## src/hdl/tcos_regs.svh

```systemverilog
// Register offsets, field positions and reset values of the output stage
`ifndef TCOS_REGS_SVH
`define TCOS_REGS_SVH
`define TCOS_ADDR_CH0CTL   4'h0
`define TCOS_ADDR_CH1CTL   4'h1
`define TCOS_ADDR_CCHP     4'h2
`define TCOS_ADDR_OUTCTL   4'h3
`define TCOS_ADDR_CV0      4'h4
`define TCOS_ADDR_CV1      4'h5
`define TCOS_ADDR_ADD0     4'h6
`define TCOS_ADDR_ADD1     4'h7
`define TCOS_ADDR_SWEVG    4'h8
`define TCOS_ADDR_STAT     4'h9
`define TCOS_F_COMCTL_LSB  0
`define TCOS_F_MPSEL_LSB   4
`define TCOS_F_CCEN        6
`define TCOS_F_CPWM        7
`define TCOS_F_DT_LSB      0
`define TCOS_F_MASTER_OUTPUT_ENABLE        8
`define TCOS_F_ROS         9
`define TCOS_F_IOS         10
`define TCOS_F_BRKEN       11
`define TCOS_F_BRKP        12
`define TCOS_F_MSEL_LSB    13
`define TCOS_F_BREAK_INTERRUPT_ENABLE       15
`define TCOS_F_PEN         0
`define TCOS_F_SEN         1
`define TCOS_F_PPOL        2
`define TCOS_F_SPOL        3
`define TCOS_F_IDP         4
`define TCOS_F_IDS         5
`define TCOS_OUTCTL_BITS   6
`define TCOS_F_SWBRK       0
`define TCOS_RST_CHCTL     8'h00
`define TCOS_RST_CCHP      16'h0000
`define TCOS_RST_OUTCTL    12'h000
`endif

```

## src/hdl/tcos_pkg.sv

```systemverilog
// Types shared by the output stage files
package tcos_pkg;
  typedef enum logic [3:0] {
    TCOS_CMP_HOLD = 4'h0, TCOS_CMP_SET = 4'h1, TCOS_CMP_CLR = 4'h2, TCOS_CMP_TGL = 4'h3,
    TCOS_CMP_FLO  = 4'h4, TCOS_CMP_FHI = 4'h5, TCOS_CMP_PWM0 = 4'h6, TCOS_CMP_PWM1 = 4'h7
  } tcos_cmp_e;
  typedef enum logic [1:0] {TCOS_MSEL_INDEP = 2'h0, TCOS_MSEL_COMP = 2'h3} tcos_msel_e;
  typedef enum logic [1:0] {TCOS_MP_NORMAL = 2'h0, TCOS_MP_PULSE = 2'h1} tcos_mpsel_e;
endpackage

```

## src/hdl/tcos_dead_time.sv

```systemverilog
// Dead-time generator for one complementary channel pair
`timescale 1ns/1ns
`default_nettype none
module tcos_dead_time
  import tcos_pkg::*;
#(
  parameter int DT_W = 8
) (
  input  wire logic            core_clk,
  input  wire logic            reset_n,
  input  wire logic            dt_active,
  input  wire logic            prep,
  input  wire logic [DT_W-1:0] dead_time_config,
  output logic                 prim_ok,
  output logic                 sec_ok
);
  logic            prep_reg;
  logic            prep_next;
  logic [DT_W-1:0] cnt_reg;
  logic [DT_W-1:0] cnt_next;
  logic            prim_reg;
  logic            prim_next;
  logic            sec_reg;
  logic            sec_next;

  always_comb begin
    prep_next = prep;
    cnt_next  = cnt_reg;
    prim_next = prim_reg;
    sec_next  = sec_reg;
    if (!dt_active) begin
      cnt_next  = '0;
      prim_next = prep;
      sec_next  = !prep;
    end else if (prep != prep_reg) begin
      // Edge kills the going-inactive side at once and restarts the delay
      cnt_next  = dead_time_config;
      prim_next = 1'b0;
      sec_next  = 1'b0;
      if (dead_time_config == '0) begin
        prim_next = prep;
        sec_next  = !prep;
      end
    end else if (cnt_reg != '0) begin
      // A pulse shorter than the delay never reaches the primary
      cnt_next = cnt_reg - 1'b1;
      if (cnt_reg == {{(DT_W-1){1'b0}}, 1'b1}) begin
        prim_next = prep;
        sec_next  = !prep;
      end
    end
  end

  always_ff @(posedge core_clk or negedge reset_n) begin
    if (!reset_n) begin
      prep_reg <= 1'b0;
      cnt_reg  <= '0;
      prim_reg <= 1'b0;
      sec_reg  <= 1'b0;
    end else begin
      prep_reg <= prep_next;
      cnt_reg  <= cnt_next;
      prim_reg <= prim_next;
      sec_reg  <= sec_next;
    end
  end

  assign prim_ok = prim_reg;
  assign sec_ok  = sec_reg;

  chk_dt_no_overlap : assert property (@(posedge core_clk) disable iff (!reset_n)
    !(prim_reg && sec_reg)) else $error("both dead-time gates open");
endmodule
`default_nettype wire

```

## src/hdl/tcos_output_stage.sv

```systemverilog
// Compare channel 0/1 output stage: prepare, complementary pairing, dead time, break
`timescale 1ns/1ns
`default_nettype none
`include "tcos_regs.svh"
// Functional notes
// - Select zero passes prepare signal unchanged
// - Select one: one-cycle pulse on up-match
// - Match codes: hold, set, clear, toggle
// - Codes six, seven give PWM modes
// - Codes four, five force inactive, active
// - External trigger clears prepare until update
// - Mode 00 independent, 11 complementary secondary
// - All clear: both outputs low, disconnected
// - Off-state: polarity first, idle after dead
// - Run state: XOR polarity, disabled floats low
// - Run off-state: disabled drives polarity level
// - Dead time only complementary, both enabled
// - Edge clears one side, delays other
// - Short pulse never passes dead time
// - Break enable, polarity, level sensitive
// - Break is OR of all sources
// - Software break acts like hardware break
// - Composite PWM: value offsets pulse start
// - External break from selected pin
// - Break clears master enable, idle levels in complementary mode only
// - Break sets flag, interrupt if enabled
module tcos_output_stage
  import tcos_pkg::*;
#(
  parameter int CNT_W = 16,
  parameter int DT_W  = 8,
  parameter int NSRC  = 6
) (
  input  wire logic             core_clk,
  input  wire logic             reset_n,
  input  wire logic [3:0]       reg_addr,
  input  wire logic [31:0]      reg_wdata,
  input  wire logic             reg_wr,
  input  wire logic             reg_rd,
  output logic      [31:0]      reg_rdata,
  input  wire logic [CNT_W-1:0] counter_value,
  input  wire logic [CNT_W-1:0] counter_reload,
  input  wire logic             count_down,
  input  wire logic             update_event,
  input  wire logic             filtered_external_trigger,
  input  wire logic             break_input_pin,
  input  wire logic [NSRC-1:0]  break_sources,
  output logic      [1:0]       primary_output,
  output logic      [1:0]       primary_output_en,
  output logic      [1:0]       secondary_output,
  output logic      [1:0]       secondary_output_en,
  output logic                  break_irq
);
  logic [7:0]       chctl_reg [2];
  logic [7:0]       chctl_next [2];
  logic [CNT_W-1:0] cv_reg [2];
  logic [CNT_W-1:0] cv_next [2];
  logic [CNT_W-1:0] add_reg [2];
  logic [CNT_W-1:0] add_next [2];
  logic [15:0]      cchp_reg;
  logic [15:0]      cchp_next;
  logic [11:0]      outctl_reg;
  logic [11:0]      outctl_next;
  logic             flag_reg;
  logic             flag_next;
  logic             swbrk_reg;
  logic             swbrk_next;
  logic [31:0]      rdata_reg;
  logic [31:0]      rdata_next;
  logic             irq_reg;
  logic             irq_next;
  logic [2:0]       pin_sync_reg;
  logic [1:0]       prep_reg;
  logic [1:0]       prep_next;
  logic [1:0]       clr_reg;
  logic [1:0]       clr_next;
  logic [1:0]       off_reg;
  logic [1:0]       off_next;
  logic [1:0]       po_reg;
  logic [1:0]       po_next;
  logic [1:0]       poe_reg;
  logic [1:0]       poe_next;
  logic [1:0]       so_reg;
  logic [1:0]       so_next;
  logic [1:0]       soe_reg;
  logic [1:0]       soe_next;
  logic             pin_level_reg;
  logic             break_evt;
  logic [1:0]       dt_prim;
  logic [1:0]       dt_sec;
  logic [1:0]       dt_active;
  logic [1:0]       off_done;

  wire logic [DT_W-1:0] dt_cfg = cchp_reg[`TCOS_F_DT_LSB +: DT_W];
  wire logic            master_output_enable   = cchp_reg[`TCOS_F_MASTER_OUTPUT_ENABLE] && !break_evt;
  wire logic            run_offstate_select    = cchp_reg[`TCOS_F_ROS];
  wire logic            idle_offstate_select    = cchp_reg[`TCOS_F_IOS];
  wire logic [1:0]      msel   = cchp_reg[`TCOS_F_MSEL_LSB +: 2];

  // Pin path: three stages, a change is taken once stages two and three agree
  always_ff @(posedge core_clk or negedge reset_n) begin
    if (!reset_n) begin
      pin_sync_reg  <= 3'h0;
      pin_level_reg <= 1'b0;
    end else begin
      pin_sync_reg <= {pin_sync_reg[1:0], break_input_pin};
      if (pin_sync_reg[2] == pin_sync_reg[1]) begin
        pin_level_reg <= pin_sync_reg[2];
      end
    end
  end

  // Level-sensitive, polarity-selected, ORed with all other sources
  assign break_evt = cchp_reg[`TCOS_F_BRKEN] &&
                     ((pin_level_reg == cchp_reg[`TCOS_F_BRKP]) || (|break_sources) || swbrk_reg);

  // Register file and break bookkeeping
  always_comb begin
    chctl_next  = chctl_reg;
    cv_next     = cv_reg;
    add_next    = add_reg;
    cchp_next   = cchp_reg;
    outctl_next = outctl_reg;
    swbrk_next  = 1'b0;
    rdata_next  = 32'h0000_0000;
    flag_next   = flag_reg;
    if (reg_wr) begin
      unique case (reg_addr)
        `TCOS_ADDR_CH0CTL: chctl_next[0] = reg_wdata[7:0];
        `TCOS_ADDR_CH1CTL: chctl_next[1] = reg_wdata[7:0];
        `TCOS_ADDR_CCHP:   cchp_next = reg_wdata[15:0];
        `TCOS_ADDR_OUTCTL: outctl_next = reg_wdata[11:0];
        `TCOS_ADDR_CV0:    cv_next[0] = reg_wdata[CNT_W-1:0];
        `TCOS_ADDR_CV1:    cv_next[1] = reg_wdata[CNT_W-1:0];
        `TCOS_ADDR_ADD0:   add_next[0] = reg_wdata[CNT_W-1:0];
        `TCOS_ADDR_ADD1:   add_next[1] = reg_wdata[CNT_W-1:0];
        `TCOS_ADDR_SWEVG:  swbrk_next = reg_wdata[`TCOS_F_SWBRK];
        `TCOS_ADDR_STAT: begin
          if (reg_wdata[0]) begin
            flag_next = 1'b0;
          end
        end
        default: ;
      endcase
    end
    if (reg_rd) begin
      unique case (reg_addr)
        `TCOS_ADDR_CH0CTL: rdata_next = {24'h000000, chctl_reg[0]};
        `TCOS_ADDR_CH1CTL: rdata_next = {24'h000000, chctl_reg[1]};
        `TCOS_ADDR_CCHP:   rdata_next = {16'h0000, cchp_reg};
        `TCOS_ADDR_OUTCTL: rdata_next = {20'h00000, outctl_reg};
        `TCOS_ADDR_CV0:    rdata_next = 32'(cv_reg[0]);
        `TCOS_ADDR_CV1:    rdata_next = 32'(cv_reg[1]);
        `TCOS_ADDR_ADD0:   rdata_next = 32'(add_reg[0]);
        `TCOS_ADDR_ADD1:   rdata_next = 32'(add_reg[1]);
        `TCOS_ADDR_STAT:   rdata_next = {26'h0000000, so_reg, po_reg, pin_level_reg, flag_reg};
        default:           rdata_next = 32'h0000_0000;
      endcase
    end
    // Set wins over a clear in the same cycle
    if (break_evt) begin
      flag_next = 1'b1;
      cchp_next[`TCOS_F_MASTER_OUTPUT_ENABLE] = 1'b0;
    end
    irq_next = flag_next && cchp_next[`TCOS_F_BREAK_INTERRUPT_ENABLE];
  end

  always_ff @(posedge core_clk or negedge reset_n) begin
    if (!reset_n) begin
      chctl_reg  <= '{`TCOS_RST_CHCTL, `TCOS_RST_CHCTL};
      cv_reg     <= '{default: '0};
      add_reg    <= '{default: '0};
      cchp_reg   <= `TCOS_RST_CCHP;
      outctl_reg <= `TCOS_RST_OUTCTL;
      swbrk_reg  <= 1'b0;
      rdata_reg  <= 32'h0000_0000;
      flag_reg   <= 1'b0;
      irq_reg    <= 1'b0;
    end else begin
      chctl_reg  <= chctl_next;
      cv_reg     <= cv_next;
      add_reg    <= add_next;
      cchp_reg   <= cchp_next;
      outctl_reg <= outctl_next;
      swbrk_reg  <= swbrk_next;
      rdata_reg  <= rdata_next;
      flag_reg   <= flag_next;
      irq_reg    <= irq_next;
    end
  end

  // Per channel prepare signal and output control
  for (genvar ch = 0; ch < 2; ch++) begin : g_ch
    wire logic [7:0]  ctl  = chctl_reg[ch];
    wire logic [5:0]  oc   = outctl_reg[ch*`TCOS_OUTCTL_BITS +: `TCOS_OUTCTL_BITS];
    wire tcos_cmp_e   mode = tcos_cmp_e'(ctl[`TCOS_F_COMCTL_LSB +: 4]);
    wire logic [1:0]  mps  = ctl[`TCOS_F_MPSEL_LSB +: 2];
    wire logic        hit  = counter_value == cv_reg[ch];
    wire logic        hita = counter_value == add_reg[ch];
    wire logic        pen  = oc[`TCOS_F_PEN];
    wire logic        sen  = oc[`TCOS_F_SEN];
    wire logic        ppol = oc[`TCOS_F_PPOL];
    wire logic        spol = oc[`TCOS_F_SPOL];
    logic             lvl;

    always_comb begin
      lvl = prep_reg[ch];
      unique case (mode)
        TCOS_CMP_HOLD: lvl = prep_reg[ch];
        TCOS_CMP_SET:  lvl = hit ? 1'b1 : prep_reg[ch];
        TCOS_CMP_CLR:  lvl = hit ? 1'b0 : prep_reg[ch];
        TCOS_CMP_TGL:  lvl = hit ? !prep_reg[ch] : prep_reg[ch];
        TCOS_CMP_FLO:  lvl = 1'b0;
        TCOS_CMP_FHI:  lvl = 1'b1;
        TCOS_CMP_PWM0, TCOS_CMP_PWM1: begin
          if (ctl[`TCOS_F_CPWM]) begin
            // Value marks the pulse offset, additional value its other edge
            if (hit) begin
              lvl = (mode == TCOS_CMP_PWM1);
            end else if (hita) begin
              lvl = (mode == TCOS_CMP_PWM0);
            end
          end else begin
            lvl = (counter_value < cv_reg[ch]) ^ (mode == TCOS_CMP_PWM1);
          end
        end
        default: lvl = prep_reg[ch];
      endcase
      clr_next[ch] = clr_reg[ch];
      if (update_event) begin
        clr_next[ch] = 1'b0;
      end
      // Trigger clear holds until the next update event
      if (ctl[`TCOS_F_CCEN] && filtered_external_trigger) begin
        clr_next[ch] = 1'b1;
      end
      if (clr_next[ch]) begin
        lvl = 1'b0;
      end
      if (mps == TCOS_MP_PULSE) begin
        prep_next[ch] = hit && !count_down && !clr_next[ch];
      end else begin
        prep_next[ch] = lvl;
      end
    end

    // Dead time only for complementary pair, both enabled, master on
    assign dt_active[ch] = (msel == TCOS_MSEL_COMP) && pen && sen && master_output_enable;

    tcos_dead_time #(.DT_W(DT_W)) u_dt (
      .core_clk         (core_clk),
      .reset_n          (reset_n),
      .dt_active        (dt_active[ch]),
      .prep             (prep_reg[ch]),
      .dead_time_config (dt_cfg),
      .prim_ok          (dt_prim[ch]),
      .sec_ok           (dt_sec[ch])
    );

    always_comb begin
      off_next[ch] = 1'b0;
      po_next[ch]  = 1'b0;
      poe_next[ch] = 1'b0;
      so_next[ch]  = 1'b0;
      soe_next[ch] = 1'b0;
      if (msel != TCOS_MSEL_COMP) begin
        // Independent secondary keeps its own enable and polarity
        po_next[ch]  = pen && (prep_reg[ch] ^ ppol);
        poe_next[ch] = pen;
        so_next[ch]  = sen && (prep_reg[ch] ^ spol);
        soe_next[ch] = sen;
      end else if (!master_output_enable) begin
        if (!idle_offstate_select && !pen && !sen) begin
          po_next[ch] = 1'b0;
        end else begin
          // Inactive level first, idle level one dead time later
          off_next[ch] = off_reg[ch] || off_done[ch];
          po_next[ch]  = off_reg[ch] ? oc[`TCOS_F_IDP] : ppol;
          so_next[ch]  = off_reg[ch] ? oc[`TCOS_F_IDS] : spol;
          poe_next[ch] = 1'b1;
          soe_next[ch] = 1'b1;
        end
      end else begin
        if (pen) begin
          po_next[ch] = sen ? (dt_prim[ch] ^ ppol) : (prep_reg[ch] ^ ppol);
          poe_next[ch] = 1'b1;
        end else if (run_offstate_select) begin
          po_next[ch]  = ppol;
          poe_next[ch] = 1'b1;
        end
        if (sen) begin
          so_next[ch] = pen ? (dt_sec[ch] ^ spol) : (prep_reg[ch] ^ spol);
          soe_next[ch] = 1'b1;
        end else if (run_offstate_select) begin
          so_next[ch]  = spol;
          soe_next[ch] = 1'b1;
        end
      end
    end

    // Off-state delay counter: counts kernel clock cycles only while a complementary pair is off and not yet idle
    logic [DT_W-1:0] ocnt_reg;
    logic [DT_W-1:0] ocnt_next;
    always_comb begin
      ocnt_next = '0;
      if (msel == TCOS_MSEL_COMP && !master_output_enable && !off_reg[ch] && ocnt_reg != dt_cfg) begin
        ocnt_next = ocnt_reg + 1'b1;
      end
    end
    assign off_done[ch] = (ocnt_reg == dt_cfg) && !master_output_enable;
    always_ff @(posedge core_clk or negedge reset_n) begin
      if (!reset_n) begin
        ocnt_reg <= '0;
      end else begin
        ocnt_reg <= ocnt_next;
      end
    end
  end

  always_ff @(posedge core_clk or negedge reset_n) begin
    if (!reset_n) begin
      prep_reg <= 2'h0;
      clr_reg  <= 2'h0;
      off_reg  <= 2'h0;
      po_reg   <= 2'h0;
      poe_reg  <= 2'h0;
      so_reg   <= 2'h0;
      soe_reg  <= 2'h0;
    end else begin
      prep_reg <= prep_next;
      clr_reg  <= clr_next;
      off_reg  <= off_next;
      po_reg   <= po_next;
      poe_reg  <= poe_next;
      so_reg   <= so_next;
      soe_reg  <= soe_next;
    end
  end

  assign reg_rdata           = rdata_reg;
  assign primary_output      = po_reg;
  assign primary_output_en   = poe_reg;
  assign secondary_output    = so_reg;
  assign secondary_output_en = soe_reg;
  assign break_irq           = irq_reg;

  chk_pulse_one_cycle : assert property (@(posedge core_clk) disable iff (!reset_n)
    (chctl_reg[0][`TCOS_F_MPSEL_LSB +: 2] == TCOS_MP_PULSE && $stable(chctl_reg[0]) && prep_reg[0])
      |=> !prep_reg[0] || (counter_value == cv_reg[0]))
    else $error("match pulse longer than one cycle");
  chk_force_levels : assert property (@(posedge core_clk) disable iff (!reset_n)
    (chctl_reg[0][3:0] == TCOS_CMP_FHI && !clr_next[0] && chctl_reg[0][5:4] == 2'h0)
      |=> prep_reg[0])
    else $error("forced active not seen");
  chk_trig_clear : assert property (@(posedge core_clk) disable iff (!reset_n)
    (chctl_reg[0][`TCOS_F_CCEN] && filtered_external_trigger) |=> !prep_reg[0])
    else $error("trigger clear ignored");
  chk_break_flag : assert property (@(posedge core_clk) disable iff (!reset_n)
    break_evt |=> flag_reg && !cchp_reg[`TCOS_F_MASTER_OUTPUT_ENABLE])
    else $error("break did not set flag or clear enable");
  chk_irq_gate : assert property (@(posedge core_clk) disable iff (!reset_n)
    break_irq |-> flag_reg && cchp_reg[`TCOS_F_BREAK_INTERRUPT_ENABLE])
    else $error("interrupt without flag");
  chk_all_off : assert property (@(posedge core_clk) disable iff (!reset_n)
    (msel == TCOS_MSEL_COMP && !master_output_enable && !idle_offstate_select && outctl_reg[1:0] == 2'h0) |=>
      !primary_output_en[0] && !primary_output[0])
    else $error("disabled pair still driven");
  chk_run_off : assert property (@(posedge core_clk) disable iff (!reset_n)
    (msel == TCOS_MSEL_COMP && master_output_enable && run_offstate_select && !outctl_reg[`TCOS_F_PEN]) |=>
      primary_output_en[0] && primary_output[0] == $past(outctl_reg[`TCOS_F_PPOL]))
    else $error("run off-state level wrong");
  chk_comp_exclusive : assert property (@(posedge core_clk) disable iff (!reset_n)
    dt_active[0] |-> !(dt_prim[0] && dt_sec[0]))
    else $error("complementary pair both active");
  cov_break : cover property (@(posedge core_clk) disable iff (!reset_n) break_evt);
  cov_dead : cover property (@(posedge core_clk) disable iff (!reset_n)
    dt_active[0] && $rose(dt_prim[0]));
  cov_idle : cover property (@(posedge core_clk) disable iff (!reset_n) $rose(off_reg[0]));
endmodule
`default_nettype wire

```

## config.mk

```make
export PLATFORM = sky130hd
export DESIGN_NAME = tcos_output_stage
export DESIGN_NICKNAME = d
export VERILOG_FILES = /design/src/hdl/tcos_pkg.sv /design/src/hdl/tcos_dead_time.sv /design/src/hdl/tcos_output_stage.sv
export VERILOG_INCLUDE_DIRS = /design/src /design/src/hdl
export SDC_FILE = /design/constraint.sdc
export NUM_CORES = 1
export LEC_CHECK = 0
export BUFFER_PORTS_ARGS = -buffer_cell sky130_fd_sc_hd__buf_2
export CORE_ASPECT_RATIO = 1.5
export CORE_MARGIN = 2
export CORE_UTILIZATION = 63
export CTS_CLUSTER_SIZE = 16
export DETAILED_ROUTE_END_ITERATION = 7
export PLACE_DENSITY = 0.86
export SETUP_SLACK_MARGIN = 0.1
export SYNTH_ARGS = -nofsm -noshare
export SYNTH_HDL_FRONTEND = slang
export SYNTH_HIERARCHICAL = 1
export SYNTH_SLANG_ARGS = --single-unit
```

## constraint.sdc

```tcl
create_clock -name core_clk -period 3.6 [get_ports core_clk]
set_input_delay 0.36 -clock core_clk [delete_from_list [all_inputs] [get_ports core_clk]]
set_output_delay 0.36 -clock core_clk [all_outputs]
set_load 0.05 [all_outputs]
```

### Yosys cells after proc, flatten, opt, wreduce, memory -nomap -nowiden

Cells that the tools add are included.

| word-level totals | value |
|---|---|
| bits in registers | 199 |
| bits of input ports | 82 |
| output and inout port bits | 41 |
| logic and storage cells | 285 |

| cells by class | value |
|---|---|
| $add $sub $neg | 4 |
| magnitude comparators | 2 |
| equality and inequality tests | 53 |
| mux-type cells | 110 |
| bitwise logic cells | 10 |
| reduce and logical (&&, ||, !) cells | 72 |

Operators by type and width:

| cell | count |
|---|---|
| one-hot mux 16 bit (9 select lines) | 1 |
| two-way mux 1 bit | 96 |
| == test 16 bit | 4 |
| two-way mux 8 bit | 8 |
| == test 4 x 3 -> 1 bit (second input constant) | 12 |
| two-way mux 16 bit | 3 |
| < comparator 16 bit | 2 |
| nonzero test 8 bit | 4 |
| logical AND 1 bit | 30 |
| == test 4 x 2 -> 1 bit (second input constant) | 6 |
| inequality test 4 bit (second input constant) | 6 |
| AND reduction 2 bit | 11 |
| adder 8 x 1 -> 8 bit (second input constant) | 2 |
| == test 8 x 1 -> 1 bit (second input constant) | 2 |
| == test 8 bit | 2 |
| inequality test 8 bit | 2 |
| subtractor 8 x 1 -> 8 bit (second input constant) | 2 |
| logical NOT 1 bit | 14 |
| == test 4 x 1 -> 1 bit (second input constant) | 3 |
| inequality test 3 bit (second input constant) | 4 |
| inequality test 6 bit (second input constant) | 2 |
| one-hot mux 1 bit (6 select lines) | 2 |
| AND reduction 5 bit | 2 |
| bitwise XOR 1 bit | 10 |
| other kinds (12) | 21 |

### Logic depth before layout (Yosys ltp)

| depth | value |
|---|---|
| depth after elaboration | 12 |
| depth in mapped cells | 9 |
| gate-level depth less buffers | 9 |

### By module

The synthesis kept the hierarchy.

Modules (own cells, without submodules):

| module | times used | cells an instance | area each (um^2) | sequential area each (um^2) |
|---|---|---|---|---|
| tcos_output_stage | 1 | 754 | 8,607.0 | 4,028.9 |
| tcos_dead_time | 2 | 72 | 686.9 | 275.3 |

### Worst setup path before layout

No wires, ideal clock.

| timing | value |
|---|---|
| path type | register -> register |
| start point | register cv_reg[31] in the netlist's numbering |
| end point | register, netlist name prep_reg[0] |
| library setup time | 126 ps |
| data arrival time | 1,882 ps |
| required time | 3,474 ps |
| setup slack | 1,592 ps |
| cell stages (with the launch flop) | 9 |
| buffers on the path | 0 |
| clock period less this slack | 2,008 ps |
| cell sequence | dfrtp_1 > inv_1 > ha_1 > nand4_1 > o41ai_2 > nor2_1 > a221oi_1 > nand4_1 > o311a_1 |

RTL lines:

| what | RTL line | text |
|---|---|---|
| start: declaration | tcos_output_stage.sv:56 | `logic [CNT_W-1:0] cv_reg [2];` |
| start signal: assignment | tcos_output_stage.sv:181 | `cv_reg <= cv_next;` |

### Worst setup path after layout

| timing | value |
|---|---|
| start point | register pin_level_reg |
| end point | register g_ch[0].u_dt.cnt_reg[6] |

| between the ends | value |
|---|---|
| word-level cells in the longest chain between the ends | 8 |
| elaborated cells between the ends (all ways) | 9 |
| classes of those cells | eq/ne (2); mux (1); reduce/logical (6) |

Ends and longest elaborated chain:

| what | RTL line | text |
|---|---|---|
| start: declaration | tcos_output_stage.sv:87 | `logic pin_level_reg;` |
| start signal: assignment | tcos_output_stage.sv:108 | `pin_level_reg <= pin_sync_reg[2];` |
| == test 1 bit (*) | tcos_output_stage.sv:115 | `` ((pin_level_reg == cchp_reg[`TCOS_F_BRKP]) \|\| (\|break_sources) \|\| swbrk_reg); `` |
| logical OR 1 bit (*) (2 in series) | tcos_output_stage.sv:115 |  |
| logical AND 1 bit (*) | tcos_output_stage.sv:114 | `` assign break_evt = cchp_reg[`TCOS_F_BRKEN] && `` |
| logical NOT 1 bit (*) | tcos_output_stage.sv:95 | `` wire logic master_output_enable = cchp_reg[`TCOS_F_MASTER_OUTPUT_ENABLE] && !break_evt; `` |
| logical AND 1 bit (*) | tcos_output_stage.sv:95 |  |
| logical AND 1 bit (*) | tcos_output_stage.sv:248 | `assign dt_active[ch] = (msel == TCOS_MSEL_COMP) && pen && sen && master_output_enable;` |
| named net dt_active[0] | tcos_output_stage.sv:91 | `logic [1:0] dt_active;` |
| inequality test 3 bit (no line) or two-way mux 8 bit (tied branches) | -- |  |
| end signal: assignment | tcos_dead_time.sv:62 | `cnt_reg <= cnt_next;` |
| end: declaration | tcos_dead_time.sv:19 | `logic [DT_W-1:0] cnt_reg;` |

Mark *: on every way through the listed nets, which the timed path passes. The rest lies on a longest branch.
A chain may end at the register's enable or synchronous reset.

==> results.yml <==
setup_path:
  r2r_setup_slack_ns: 0.96
  timing.rr.start: "pin_level_reg"
  crit_path_end: "g_ch[0].u_dt/cnt_reg[6]"
  start_kind: "register"
  cp.arrival_ns: 2.98
  crit_start: "pin_level_reg"
  worstRegToRegCells: 6
  path_class: "register to register"
  cp_max_fo: 7
  crit_required_ns: 3.94
  reg2reg_to: "g_ch[0].u_dt/cnt_reg[6]"
  cp-end-kind: "register"
layout:
  area_growth_pct: 11.71
  nets: 1102
  n_antenna_cell: 0
  drive_gt1_share_pct: 26.59
  fin_area_um2: 11150
synth:
  ys_async_sr_fraction_pct: 100.0
  yosys_warnings: 6
  synth_area_per_cell_um2: 11.11
  yosysTopAreaCellShare_pct: 45.88
  synth_area_um2: 9981
  ys_types: 68
  synth_top_cells_by_count: "dfrtp_1, mux2_2, nor2_1"
  synth_top_area_cell: "dfrtp_1"
  synth_most_common_cell: "dfrtp_1"
  syn_inst: 898
  synth_area_leaders: "dfrtp_1, mux2_2, ha_1"
  ys_seq_area_share_pct: 45.88
  synth_ff_type: "dfrtp_1"
  synth_edf_count: 0
  synth-seq-cells: 183
detailed_routing:
  firstDrtPassIters: 8
  drtAntennaViolNets: 0
  drc: 0
  wire_per_inst_um: 22.82
  num_vias: 7919
  viasPerCell: 6.621
  routed_wl_um: 27290
  first_iter_violations: 753
clock_tree:
  tritoncts: "done"
  cts_buffer_depth: 2
  cts_root_buf: "clkbuf_16"
  insertion_delay_ns: 0.44
  cts_sinks: 183
  cts_inserted_buffers: 17
  cts_max_level: 4
  clk_pin_slew_ns: 0.08
  postCtsSetupRepairBufs: 0
sta:
  setup-violations-final: 0
  worst_pin_slew_ns: 0.8161
  post-route-period-util_pct: 73.34
  skew_ns: 0.01233
  fin_setup_tns_ns: 0
  hold_viol_final: 0
  rsz0062_at_grt: "false"
  maxSlewViolCount: 0
  fmax_ghz: 0.3787
  maxSlewHeadroom_pct: 45.09
  min_period_ns: 2.640
pwr:
  switching_share_pct: 37.09
  ir_drop_mv: 0.3882
  combPwrFrac_pct: 26.3
  p_sw_mw: 2.457
  pwr-share-seq_pct: 44.8
  clockPowerShare_pct: 28.9
  p_leak_nw: 5.051
  p_int_mw: 4.167
  p_per_area_nw_per_um2: 594.1
floorplan:
  coreArea_um2: 15550
  dieArea_um2: 16890
  die_y_um: 158.2
  start_util_pct: 64.17
  fp.dieW_um: 106.8
  top_level_ports: 123
  rows: 56
placement:
  place_area_um2: 10540
  dp_hpwl_um: 19390
  numPortBuffers: 74
  place_congestion: 0.9910
global_routing:
  grt_pass1_vias: 7812
  grt_pass1_wl_um: 42320
  grtUsageTotal_pct: 33.58
  antenna_found_initial: 0
  grt-ovfl-total: 0
  grt_start_max_net_pins: 86
status:
  status: "finished clean"
job:
  maxCapViolCount: 0
hold_path:
  min_path_type: "primary input to register"
power groups by stage:
stage          Clock (mW)  Sequential [mW]  Combinational, mW
2_1_floorplan           0             2.92               1.15
3_3_place_gp            0             2.96               1.64
3_5_place_dp            0             2.98               1.71
4_1_cts              1.92             2.94               1.73
5_1_grt              2.01             3.00               1.90
6_report             1.91             2.97               1.74
layout make-up:
class | count | area [um^2]
clock buffer | 17 | 425.4
clock inverter | 15 | 176.4
fill | 1086 | 4405
inverter | 46 | 172.7
multi-input combinational | 640 | 5027
sequential | 183 | 4579
tap | 203 | 254.0
timing repair buffer | 92 | 514.2
what timing repair did:
action,in CTS,in global routing
resized for setup,0,0
endpoints found under the hold margin,14,0
hold buffers,1,0
setup endpoints to repair,0,0
logic make-up after synthesis:
| family | share of synthesized area [%] |
|---|---|
| flops | 45.88 |
| compound gates | 11.88 |
| mux | 13.46 |
| buf+inv | 4.312 |
| other cells | 0.03757 |
| simple gates | 12.55 |
| xor+xnor | 6.757 |
| fa+ha+maj | 5.115 |
layout by cell type (no fill, tap or decap), types with 8 or more instances in the layout:
| master | instances |
|---|---|
| ha_1 | 40 |
| a222oi_1 | 9 |
| nor2_1 | 50 |
| xor2_1 | 31 |
| nand4_1 | 19 |
| and3_1 | 9 |
| nor4_1 | 11 |
| clkbuf_16 | 17 |
| a221oi_1 | 8 |
| a22oi_1 | 32 |
| dfrtp_1 | 183 |
| inv_1 | 46 |
| o21ai_0 | 23 |
| conb_1 | 16 |
| buf_4 | 17 |
| xnor2_1 | 46 |
| buf_2 | 73 |
| nand3_1 | 23 |
| a21oi_1 | 31 |
| nand2_1 | 44 |
| nand2b_1 | 9 |
| a31oi_1 | 16 |
| mux2_2 | 113 |
| a211oi_1 | 10 |
worst max-delay path: stages, from the launching register on:
cell and delay, ns:
dfrtp_1 0.53, xor2_1 0.21, a31oi_1 0.27, nor3_1 0.61, and3_1 0.43, o21ai_1 0.26
a211oi_1 0.23
worst min path at each step:
| stage | start | depth (start not counted) | slack [ns] | end |
|---|---|---|---|---|
| final | break_input_pin | 1 | 0.02 | pin_sync_reg[0] |
| after global routing | break_input_pin | 1 | 0.01 | pin_sync_reg[0] |
| after CTS | break_input_pin | 1 | 0.01 | pin_sync_reg[0] |
| after detailed placement | pin_sync_reg[0] | 0 | 0.34 | pin_sync_reg[1] |
| after global placement | pin_sync_reg[0] | 0 | 0.33 | pin_sync_reg[1] |
| after floorplan | reset_n | 0 | 0.06 | add_reg[0] |
layer usage:
| metal | vias to the layer above | part of all wire (%) | GRT usage [%] | routed length, um |
|---|---|---|---|---|
| met5 | - | 0 | 0 | 0 |
| met4 | 0 | 7.6 | 24.43 | 2086 |
| met3 | 153 | 7.8 | 4.981 | 2126 |
| met2 | 467 | 49 | 56.17 | 13360 |
| met1 | 3853 | 36 | 39.21 | 9719 |
| li1 | 3446 | - | - | - |
metrics by stage:
| step | total power, mW | cells | hold slack [ns] | util (%) | setup slack (ns) |
|---|---|---|---|---|---|
| 6_report | 6.623 | 1196 | 0.02098 | 71.68 | 0.9597 |
| 3_5_place_dp | 4.682 | 1163 | 0.3358 | 67.74 | 0.8879 |
| 2_1_floorplan | 4.068 | 913 | 0.06441 | - | 1.592 |
| 4_1_cts | 6.588 | 1196 | 0.01227 | 71.68 | 1.014 |
| 5_1_grt | 6.906 | 1196 | 0.01292 | 71.68 | 0.6848 |
| 3_3_place_gp | 4.605 | 1163 | 0.3340 | 67.74 | 0.9196 |
Power figures use the tool's default switching activity.
